[config.mk]
export PLATFORM = sky130hd
export DESIGN_NAME = pbsp_pin_logic
export DESIGN_NICKNAME = d
export VERILOG_FILES = /design/src/core/pbsp_pkg.sv /design/src/core/pbsp_pin_logic.sv
export VERILOG_INCLUDE_DIRS = /design/src /design/src/core
export SDC_FILE = /design/constraint.sdc
export NUM_CORES = 1
export LEC_CHECK = 0
export ABC_AREA = 1
export BUFFER_PORTS_ARGS = -buffer_cell sky130_fd_sc_hd__buf_2
export CAP_MARGIN = 0
export CORE_MARGIN = 2
export CORE_UTILIZATION = 40
export CTS_BUF_LIST = sky130_fd_sc_hd__clkbuf_4 sky130_fd_sc_hd__clkbuf_8
export DETAILED_ROUTE_END_ITERATION = 16
export PLACE_DENSITY = 0.78
export SYNTH_ARGS = -nofsm -noshare
export SYNTH_HDL_FRONTEND = slang
export SYNTH_SLANG_ARGS = --single-unit
[constraint.sdc]
create_clock -name ref_clk -period 1.29 [get_ports ref_clk]
set_input_delay 0.258 -clock ref_clk [delete_from_list [all_inputs] [get_ports ref_clk]]
set_output_delay 0.258 -clock ref_clk [all_outputs]
set_load 0.05 [all_outputs]
[src/core/pbsp_regs.svh]
// register offsets, field positions and reset values of the port logic
`ifndef PBSP_REGS_SVH
`define PBSP_REGS_SVH

// ************************************************************
// register map (byte offsets, low address bits)
// ************************************************************
`define PBSP_ADDR_W   8
`define PBSP_DATA_OFS 8'h00
`define PBSP_DIR_OFS  8'h04
`define PBSP_PDI_OFS  8'h08
`define PBSP_OPT_OFS  8'h0C

// ************************************************************
// widths, fields and reset values
// ************************************************************
`define PBSP_NPINS    7
`define PBSP_OPT_W    2
`define PBSP_OPT_GPD  0
`define PBSP_OPT_CPS  1
`define PBSP_PIN4     4
`define PBSP_PIN5     5
`define PBSP_PIN6     6
`define PBSP_DIR_RST  7'h00
`define PBSP_PDI_RST  7'h00
`define PBSP_OPT_RST  2'h0

`endif

[src/core/pbsp_pkg.sv]
// types shared by the port b shared pin logic
package pbsp_pkg;

  // signals arriving from the timer, comparator and serial port
  typedef struct packed {
    logic serialPortEnable;
    logic serialDataOut;
    logic compareOutputLevel;
    logic comparator1Result;
    logic comparator1OutputEnable;
  } pbsp_share_t;

  // option register layout, bit 1 down to bit 0
  typedef struct packed {
    logic comparatorPinSelect;
    logic globalPulldownDisable;
  } pbsp_opt_t;

endpackage : pbsp_pkg

[src/core/pbsp_pin_logic.sv]
// port b pins 0..6: shared pin muxing, pulldowns and ahb-lite registers
//
// Behaviour
// pins 0-3 as output drive the latch, pulldown off
// pins 0-3 as input read back the digital pin level
// active input pulldown stays on, loading other pin users
// global pulldown disable forces every pulldown off
// pin 4 drives latch OR compare level OR gated comparator
// pin 4 always feeds analog channel four
// software sets direction, clears data and select for compare out
// software sets direction, clears compare and select for data out
// comparator reaches pin 4 only with select and output enable
// pin 4 input: driver off, read gives pin level
// serial enable: pin 5 driven from serial data out, no pulldown
// serial enable: pin 6 undriven, feeds serial data in
// serial owned pins keep direction and data readable and writable
// serial disable returns pins 5, 6 to stored settings at once
// software clears serial enable and direction for plain input
// software clears serial enable, sets direction for pin 6 output
// direction register always readable and writable
// inhibit one turns pulldown off; zero enables it on inputs
// reset clears direction and inhibit, keeps data latches
// pulldown is not-disable, not-inhibit, not-output, not-takeover
// pin 4 output with compare or comparator high reads one
`timescale 1ns/100ps
`include "pbsp_regs.svh"

module pbsp_pin_logic
(
  // clock and reset
  input  wire logic               ref_clk,
  input  wire logic               reset,
  // ahb-lite slave
  input  wire logic               hsel,
  input  wire logic [31:0]        haddr,
  input  wire logic [1:0]         htrans,
  input  wire logic               hwrite,
  input  wire logic [2:0]         hsize,
  input  wire logic [31:0]        hwdata,
  input  wire logic               hready,
  output logic      [31:0]        hrdata,
  output logic                    hreadyout,
  output logic                    hresp,
  // on-chip sharing modules
  input  wire pbsp_pkg::pbsp_share_t shareIn,
  // pins
  input  wire logic [6:0]         pinIn,
  output logic      [6:0]         pinOut,
  output logic      [6:0]         pinOe,
  output logic      [6:0]         pulldownEn,
  // levels handed to sharing modules
  output logic                    analogChannelFour,
  output logic      [3:0]         sharedInput,
  output logic                    serialDataIn
);

  localparam int NP = `PBSP_NPINS;

  // ************************************************************
  // functions
  // ************************************************************

  // per-bit select: sel high takes a, else b
  function automatic logic [NP-1:0] pickBits
  (
    input logic [NP-1:0] sel,
    input logic [NP-1:0] a,
    input logic [NP-1:0] b
  );
    pickBits = (sel & a) | (~sel & b);
  endfunction : pickBits

  // widen a register view onto the 32-bit read bus
  function automatic logic [31:0] zext(input logic [NP-1:0] v);
    zext = {25'h0000000, v};
  endfunction : zext

  // ************************************************************
  // pin input synchroniser
  // ************************************************************
  logic [NP-1:0] pinMeta;
  logic [NP-1:0] pinSync;

  // pins are asynchronous; two stages before any reader
  always_ff @(posedge ref_clk)
  begin
    pinMeta <= pinIn;
    pinSync <= pinMeta;
  end

  // ************************************************************
  // registers
  // ************************************************************
  logic [NP-1:0]       portLatch;
  logic [NP-1:0]       portDirection;
  logic [NP-1:0]       pulldownInhibit;
  pbsp_pkg::pbsp_opt_t optionReg;

  // ahb address phase capture
  logic                   apWrite;
  logic [`PBSP_ADDR_W-1:0] apAddr;
  wire  logic             addrTaken;

  // a transfer is taken when selected, non-idle and bus ready
  assign addrTaken = hsel & htrans[1] & hready;

  always_ff @(posedge ref_clk)
  begin
    if (reset)
    begin
      apWrite <= 1'b0;
      apAddr  <= `PBSP_DATA_OFS;
    end
    else if (hready)
    begin
      apWrite <= addrTaken & hwrite;
      apAddr  <= haddr[`PBSP_ADDR_W-1:0];
    end
  end

  // data-phase write strobes, hsize not checked
  wire logic wrData;
  wire logic wrDir;
  wire logic wrPdi;
  wire logic wrOpt;
  assign wrData = apWrite & (apAddr == `PBSP_DATA_OFS);
  assign wrDir  = apWrite & (apAddr == `PBSP_DIR_OFS);
  assign wrPdi  = apWrite & (apAddr == `PBSP_PDI_OFS);
  assign wrOpt  = apWrite & (apAddr == `PBSP_OPT_OFS);

  // data latches have no reset: their contents survive it
  always_ff @(posedge ref_clk)
  begin
    if (wrData)
      portLatch <= hwdata[NP-1:0];
  end

  // direction, inhibit and options clear on reset
  always_ff @(posedge ref_clk)
  begin
    if (reset)
    begin
      portDirection   <= `PBSP_DIR_RST;
      pulldownInhibit <= `PBSP_PDI_RST;
      optionReg       <= `PBSP_OPT_RST;
    end
    else
    begin
      if (wrDir)
        portDirection <= hwdata[NP-1:0];
      if (wrPdi)
        pulldownInhibit <= hwdata[NP-1:0];
      if (wrOpt)
        optionReg <= hwdata[`PBSP_OPT_W-1:0];
    end
  end

  // ************************************************************
  // pin multiplexing
  // ************************************************************
  wire logic          serial_port_enable;
  wire logic          cmpGated;
  wire logic [NP-1:0] takeover;
  wire logic [NP-1:0] effOe;
  wire logic [NP-1:0] pinValue;
  wire logic [NP-1:0] latchView;

  assign serial_port_enable = shareIn.serialPortEnable;
  // comparator only counts with both select and enable
  assign cmpGated = optionReg.comparatorPinSelect
                  & shareIn.comparator1OutputEnable
                  & shareIn.comparator1Result;

  // serial port owns pins 5 and 6 only while enabled, so clearing
  // the enable hands them straight back to the stored bits
  assign takeover = {serial_port_enable, serial_port_enable, 5'h00};

  // output enable: pin 5 forced on, pin 6 forced off by serial
  assign effOe = {portDirection[6] & ~serial_port_enable,
                  portDirection[5] | serial_port_enable,
                  portDirection[4:0]};

  // value offered to each driver
  assign pinValue = {portLatch[6],
                     serial_port_enable ? shareIn.serialDataOut : portLatch[5],
                     portLatch[4] | shareIn.compareOutputLevel
                       | cmpGated,
                     portLatch[3:0]};

  // idle drivers show zero so no undriven latch leaks out
  assign pinOut = effOe & pinValue;
  assign pinOe  = effOe;

  // pulldown: off if disabled, inhibited, driving or taken over
  assign pulldownEn = ~{NP{optionReg.globalPulldownDisable}}
                    & ~pulldownInhibit
                    & ~effOe
                    & ~takeover;

  // analog path and shared inputs see the pin whatever drives it
  assign analogChannelFour = pinSync[`PBSP_PIN4];
  assign sharedInput       = pinSync[3:0];
  assign serialDataIn      = serial_port_enable & pinSync[`PBSP_PIN6];

  // ************************************************************
  // read path
  // ************************************************************
  wire logic [NP-1:0] portRead;
  wire logic [NP-1:0] dirView;
  wire logic [31:0]   next_hrdata;
  wire logic          rdTaken;

  // pin 4 reads its ORed level when driving
  assign latchView = {portLatch[6:5], pinValue[4], portLatch[3:0]};

  // output pins read latchView (latch, pin 4 its ORed level), inputs read the pin level
  assign portRead = pickBits(portDirection, latchView, pinSync);

  // a direction write in its data phase is forwarded to a read behind it
  assign dirView = wrDir ? hwdata[NP-1:0] : portDirection;

  assign rdTaken = addrTaken & ~hwrite;

  // read mux; inhibit register is write-only and reads zero
  assign next_hrdata =
    !rdTaken ? 32'h00000000 :
    (haddr[`PBSP_ADDR_W-1:0] == `PBSP_DATA_OFS) ? zext(portRead) :
    (haddr[`PBSP_ADDR_W-1:0] == `PBSP_DIR_OFS)  ? zext(dirView) :
    (haddr[`PBSP_ADDR_W-1:0] == `PBSP_OPT_OFS)
      ? {30'h00000000, wrOpt ? hwdata[`PBSP_OPT_W-1:0] : optionReg}
      : 32'h00000000;

  // read data is ready at the start of the data phase
  always_ff @(posedge ref_clk)
  begin
    if (reset)
      hrdata <= 32'h00000000;
    else if (hready)
      hrdata <= next_hrdata;
  end

  // zero wait states and never an error
  assign hreadyout = 1'b1;
  assign hresp     = 1'b0;

  // helpers: a data-register or direction-register read that was taken last cycle
  logic rdDataPrev;
  logic rdDirPrev;
  always_ff @(posedge ref_clk)
  begin
    if (reset)
    begin
      rdDataPrev <= 1'b0;
      rdDirPrev  <= 1'b0;
    end
    else
    begin
      rdDataPrev <= rdTaken
                  & (haddr[`PBSP_ADDR_W-1:0] == `PBSP_DATA_OFS);
      rdDirPrev  <= rdTaken
                  & (haddr[`PBSP_ADDR_W-1:0] == `PBSP_DIR_OFS);
    end
  end
endmodule : pbsp_pin_logic

# After elaboration in Yosys (flattened, before gate mapping)
# Index checks and enable logic that the tools add are counted.
# word_totals
inputBits,86
regBits,78
elab_cells,53
output_inout_bits,61
# op_classes
bitwise,29
n_reduce_logical,2
muxes,7
n_eq_ne,5
# op_table
op,n
AND 7 bit,6
inverter 7 bit,5
2-to-1 mux 7 bit,4
== test 8 x 4 -> 1 bit (second input constant),3
== test 8 x 3 -> 1 bit (second input constant),2
logical NOT 8 bit,2
AND 1 bit,12
OR 7 bit,1
2-to-1 mux 2 bit,2
OR 1 bit,3
inverter 1 bit,2
2-to-1 mux 1 bit,1

# Longest topological paths before layout
# Gate-level depths: netlist of run 1.
# logic_depth
word_depth,7
mapped_depth,10
depth_no_buf,10

# Worst setup path after synthesis of run 1
# Ideal clock, no wire load.
# synth_timing
path_kind,reg-to-output
from,reg optionReg[0] in the netlist's numbering
to,out pulldownEn[6]
required_ns,1.032
stages_incl_launch_ff,3
n_path_buf,1
arrival_ns,1.984
setup_slack_ns,-0.952
cell_sequence,dfxtp_1 > clkbuf_1 > nor4_1
# synth_between
elab_chain_len,4
# synth_lines
item,line_no,rtl
from (decl),pbsp_pin_logic.sv:97,pbsp_pkg::pbsp_opt_t optionReg;
from (signal assigned),pbsp_pin_logic.sv:145,optionReg <= `PBSP_OPT_RST;
from (signal assigned),pbsp_pin_logic.sv:154,optionReg <= hwdata[`PBSP_OPT_W-1:0];
inverter 7 bit,pbsp_pin_logic.sv:195,assign pulldownEn = ~{NP{optionReg.globalPulldownDisable}}
AND 7 bit,pbsp_pin_logic.sv:196,& ~pulldownInhibit
AND 7 bit,pbsp_pin_logic.sv:197,& ~effOe
AND 7 bit,pbsp_pin_logic.sv:198,& ~takeover;
to (decl),pbsp_pin_logic.sv:50,"output logic [6:0] pulldownEn,"
# No other way between the ends.

# Final worst setup path of run 1
# layout_timing
from,reg optionReg[0] in the netlist's numbering
to,out pulldownEn[2]
# The elaborated chain is that of the path after synthesis.

==> results of run 1 <==
-- worst min-delay path by stage --
stage               depth (start not counted)  startpoint         end  slack (ps)
floorplan                                   0    pinIn[0]  pinMeta[0]         290
global placement                            0  pinMeta[2]  pinSync[2]         310
detailed placement                          0  pinMeta[3]  pinSync[3]         310
CTS                                         1    pinIn[3]  pinMeta[3]          30
global route                                1    pinIn[5]  pinMeta[5]          30
finish                                      1    pinIn[3]  pinMeta[3]          40
-- layer usage --
| metal | vias to the layer above | share of wire |
|---|---|---|
| met1 | 1000 | 0.40 |
| met2 | 88 | 0.51 |
| met3 | 9 | 0.074 |
| met4 | 0 | 0.014 |
| met5 | - | 0 |
| li1 | 1068 | - |
-- stage by stage --
step	worst slack [ps]	hold WS, ps
finish	-155.0	44.00
CTS	-203.7	33.38
global placement	-34.00	310.1
global route	-204.0	31.77
detailed placement	-76.98	312.1
floorplan	-101.2	285.7
-- where the power goes --
group          leakage (nW)  total (mW)  internal [mW]  switching, mW
registers             0.450        1.72           1.70         0.0245
logic                  1.12       0.530          0.136          0.394
clock network        0.0490       0.937          0.408          0.528
-- cells in the mapped netlist, types with 4 or more instances --
cell type	n
a21oi_1	15
nand2_1	71
inv_1	33
nor3_1	6
nor2_1	29
nand3_1	20
nor2_2	6
a211oi_1	10
clkbuf_1	4
buf_4	36
edfxtp_1	7
dfxtp_1	46
-- cells by family (layout without fill, tap and decap cells) --
group                  count (synthesis)  in the layout  synth area share
flip-flops                            53             53            0.4619
buffers and inverters                 80            132            0.1880
other                                  2             27          0.003067
AND/OR/NAND/NOR                      144            144            0.2662
AO/OA/AOI/OAI                         30             30           0.08074
-- timing repair --
| item | 4_1_cts | 5_1_grt |
|---|---|---|
| gates cloned | 0 | 1 |
| buffers inserted | 4 | 4 |
| endpoints found under the setup margin | 31 | 33 |
| hold buffers | 0 | 0 |
| gates resized for setup | 76 | 53 |
| pin swaps | 18 | 24 |
-- worst max-delay path: stages (launching register included) --
cell and delay [ps]:
dfxtp_4 430, buf_6 140, nor3_4 120, buf_6 180
-- cell type report --
class / count / area (um2) / share of cell area
multi-input cells: 201 / 1252 / 0.3703
clock inverters: 2 / 13.76 / 0.004070
flip-flops and latches: 53 / 1167 / 0.3452
clock buffers: 6 / 76.32 / 0.02257
inverters: 37 / 153.9 / 0.04551
repair inverters: 1 / 6.256 / 0.001850
well taps: 75 / 93.84 / 0.02775
repair buffers: 86 / 618.1 / 0.1828
-- state kept, by name (all words and copies together), names as in the netlist --
signal and count:
apWrite 1, portLatch 7, optionReg 2, apAddr 8
portDirection 7, pinSync 7, pinMeta 7, hrdata 7
pulldownInhibit 7
==> impl_metrics.ini, run 1 <==
[run_status]
status = finished, violations left
violations = negative setup slack

[finish]
area_growth_syn_to_layout_pct = 38.12
nNetsFinal = 471
layout-drive-gt1-share = 0.4870
finalInstanceArea_mm2 = 0.003382
mostFrequentLayoutCell = nand2_1
fillers = 545
final_cell_mix = nand2_1 (52), buf_2 (49), dfxtp_1 (31), inv_1 (28), conb_1 (27)
diodes = 0
post-route-util = 0.5712
instances_no_fill = 461

[sta]
fmaxAchievable_mhz = 692.1
setup_ws_ps = -155.0
rsz0062_at_grt = true
setup_viol = 19
fin_crit_ps = 1445
fin_tns_setup_ps = -1302
fin_skew_ps = 10.41
final.period_utilization = 1.120
drv_slew = 0
hold_viol_final = 0

[clock_tree]
htree_levels = 2
cts.path.max_buffers = 2
cts_tree = built
cts-buffers-inserted = 5
clk_latency_ps = 310
clk_pin_slew_ps = 90
cts_root_buffer = clkbuf_8
cts.sinks = 53

[placed_design]
placed_area_mm2 = 0.002846
dp_hpwl_um = 4073
gp_congestion = 0.7785
placed_cells = 445
io_buffers = 66

[logic_synthesis]
synth_area_leaders = dfxtp_1 (38%), buf_4 (11%), nand2_1 (11%)
ys_ff_latch = 53
postSynthCellCount = 309
synth.distinct_cells = 28
syn-cell-area_mm2 = 0.002449
synth_edf_count = 7
yosysSeqAreaShare = 0.4619
ys_warn_count = 0
ys.flop_type = dfxtp_1
synth-async-reset-ratio = 0
synth.avg_cell_area_um2 = 7.924
synth_top_area_share = 0.3761
yosys.area.top_type = dfxtp_1

[route]
dr_total_vias = 2165
drtIter0Drc = 78
viasPerCell = 4.696
drc = 0
drt_wl_total_um = 5745
avgRoutedWirePerCell_um = 12.46
drtAntennaViolNets = 0
drt_pre_antenna_iters = 4

[power]
p_per_area_mw_per_mm2 = 943.6
total_power_mw = 3.191
ir_worst_vdd_mv = 0.5208
p_leak_nw = 1.618

[setup_path]
required_ps = 1030
rr_endpoint = hrdata[4]
crit_arrival_ps = 1190
crit_type = flop to primary output
cp-endpoint = pulldownEn[2]
worst-r2r-setup-slack_ps = -90
startpoint_type = flop
crit_start = optionReg[0]
r2r_cells = 10
endpoint_kind = primary output
r2r-start = apAddr[7]
critPathMaxFanout = 8

[floorplan]
io_pins = 147
die-height_um = 82.24
rows = 28
die_area_mm2 = 0.006763
die-width_um = 82.24
start_util = 0.4136
core_mm2 = 0.005921

[global_route]
grt_overflow_total = 0
grt_max_degree = 33
global_route.usage.met3 = 0.03261
grt_pass1_wl_um = 8576
grt_busiest_layer = met2
track_usage = 0.1682
antenna_found_initial = 0
met1_usage = 0.2045
grt_pass1_vias = 1890
gr-usage-met2 = 0.2992

[run]
max_cap_viol_count = 0

[hold_path]
min_path_type = input pin to flop
No activity file was read; power rests on OpenSTA's default activity.
==> run 2, diff against run 1 <==
- ABC_AREA: 1 -> unset
- CORE_UTILIZATION: 40 -> 41
- PLACE_DENSITY: 0.78 -> 0.79
==> run 2 against run 1 <==
Against the previous run: the flow still finishes with violations (negative setup slack); design area is 7.3% higher; worst setup slack worse by 270 ps; count of clock-buffer cells in the layout is 1 higher; clock skew is 4.7 ps lower; register-to-register slack worse by 330 ps; maximum frequency is 16% lower; sequential share of layout area is 2.5 points lower; non-clock buffer count is 20 higher; hold slack hardly changed; sequential cell count stayed put; die area is 0.43% higher; largest power group unchanged.
==> impl_metrics.ini, run 2 <==
[run_status]
status = finished, violations left
violations = negative setup slack

[setup_path]
crit_arrival_ps = 1910
crit_type = flop to flop
critPathMaxFanout = 6
endpoint_kind = flop
required_ps = 1480
r2r_cells = 5
startpoint_type = flop

[logic_synthesis]
yosys.area.top_type = dfxtp_1
ys.flop_type = dfxtp_1
ys_warn_count = 0
synth.distinct_cells = 46
postSynthCellCount = 244
netlist_top_cells_count = dfxtp_1 (46), buf_4 (36), mux2i_1 (15), nor2_1 (15), nand2_1 (12)
synth_edf_count = 7
yosysSeqAreaShare = 0.4486
synth_area_leaders = dfxtp_1 (37%), buf_4 (11%), edfxtp_1 (8.3%)
synth-async-reset-ratio = 0
synth_top_area_share = 0.3653
synth.avg_cell_area_um2 = 10.33
synth_most_common_cell = dfxtp_1
ys_ff_latch = 53
syn-cell-area_mm2 = 0.002521

[sta]
final.period_utilization = 1.329
slew_headroom = 0.6177
setup_viol = 43
hold_viol_final = 0
fin_skew_ps = 5.682
tightestPinTransition_ps = 573.4
setup_ws_ps = -424.8
fin_crit_ps = 1715
rsz0062_at_grt = true
drv_slew = 0
fmaxAchievable_mhz = 583.2

[placed_design]
io_buffers = 66
gp_congestion = 0.8888
dp_slack_ps = -673.1
placed_area_mm2 = 0.003098
dp_hpwl_um = 4245
placed_cells = 395

[route]
drc = 0
drtIter0Drc = 104
drt_wl_total_um = 6460
viasPerCell = 5.212
avgRoutedWirePerCell_um = 15.76
drt_pre_antenna_iters = 5
drtAntennaViolNets = 0
dr_total_vias = 2137

[global_route]
grt_overflow_total = 0
track_usage = 0.1954
grt_pass1_wl_um = 9873
grt_max_degree = 29
grt_pass1_vias = 2027
antenna_found_initial = 0

[hold_path]
min_path_type = input pin to flop
hold_depth = 1

[floorplan]
start_util = 0.4258
die-height_um = 82.42
rows = 28
core_mm2 = 0.005921
die_area_mm2 = 0.006792
die-width_um = 82.42
io_pins = 147

[clock_tree]
clk_pin_slew_ps = 90
cts.path.max_buffers = 2
cts.sinks = 53
clk_latency_ps = 310
cts_root_buffer = clkbuf_8
cts_tree = built
cts-buffers-inserted = 5
ctsHoldBuffers = 0
htree_levels = 2

[power]
ir_worst_vdd_mv = 0.6133
p_per_area_mw_per_mm2 = 916.9
p_leak_nw = 1.573

[finish]
finalInstanceArea_mm2 = 0.003627
instances_no_fill = 410
diodes = 0
area_growth_syn_to_layout_pct = 43.87
layout-drive-gt1-share = 0.5343
regMostFlops = apAddr
largest_reg_flops = 8
mostFrequentLayoutCell = buf_2
final_cell_mix = buf_2 (46), dfxtp_1 (33), conb_1 (27), buf_4 (26), buf_6 (23)
nNetsFinal = 421
post-route-util = 0.6126

[run]
max_cap_viol_count = 0
-- run 2: cell count changes after synthesis, sizes merged, moves of 12 or more --
| cell | change |
|---|---|
| nand2 | -61 |
| a21oi | -12 |
| inv | -31 |
| a211oi | -13 |
| mux2i | +15 |
| nor2 | -23 |
| nand3 | -23 |
-- run 2: final timing paths --
path,startpoint,endpoint,slack [ps]
max,apAddr[6],hrdata[0],-420
min,pinIn[5],pinMeta[5],40
max reg2reg,apAddr[6],hrdata[0],-420
min reg2reg,pinMeta[0],pinSync[0],330
-- run 2: metrics by stage --
| stage | power (mW) | hold WS [ps] | TNS, ps |
|---|---|---|---|
| floorplan | 2.228 | 285.7 | -7934 |
| global placement | 2.296 | 310.2 | -8275 |
| detailed placement | 2.301 | 314.7 | -9231 |
| CTS | 3.296 | 38.57 | -9920 |
| global route | 3.469 | 30.62 | -12330 |
| finish | 3.326 | 43.95 | -10290 |
-- run 2: logic make-up after synthesis --
kind of cell | share of synthesized area
AO/OA/AOI/OAI | 0.1365
buffers and inverters | 0.1360
flip-flops | 0.4486
multiplexers | 0.08188
other | 0.002979
AND/OR/NAND/NOR | 0.1940
-- run 2: what timing repair did --
| item | 4_1_cts | 5_1_grt |
|---|---|---|
| endpoints found under the setup margin | 51 | 50 |
| buffers inserted | 5 | 3 |
| pin swaps | 20 | 11 |
| endpoints found under the hold margin | 0 | 0 |
| gates resized for setup | 71 | 34 |
| gates cloned | 1 | 0 |
-- run 2: cell type report --
cell class | count | area, um2
fillers | 464 | 2293
multi-input cells | 164 | 1420
flip-flops and latches | 53 | 1162
repair buffers | 106 | 842.1
well taps | 75 | 93.84
clock buffers | 7 | 90.09
inverters | 5 | 18.77
-- run 2: where the power goes --
part / internal, mW / total (mW) / switching, mW / leakage, nW
logic: 0.209 / 0.642 / 0.432 / 1.08
clock network: 0.448 / 0.958 / 0.510 / 0.0477
registers: 1.70 / 1.73 / 0.0256 / 0.448
total: 2.36 / 3.33 / 0.968 / 1.57
-- run 2: layer usage --
metal,vias to the layer above,GRT usage,wire (um)
met2,94,0.3395,3297
li1,1005,-,-
met3,12,0.04348,473
met5,-,0,0
met1,1026,0.2369,2568
met4,0,0.06833,121
-- run 2: critical path, cell delays in order (launching register included) --
cell and delay [ps]:
dfxtp_4 370, or4_4 630, buf_6 170, o31ai_4 190, a31o_1 180, a311oi_1 70
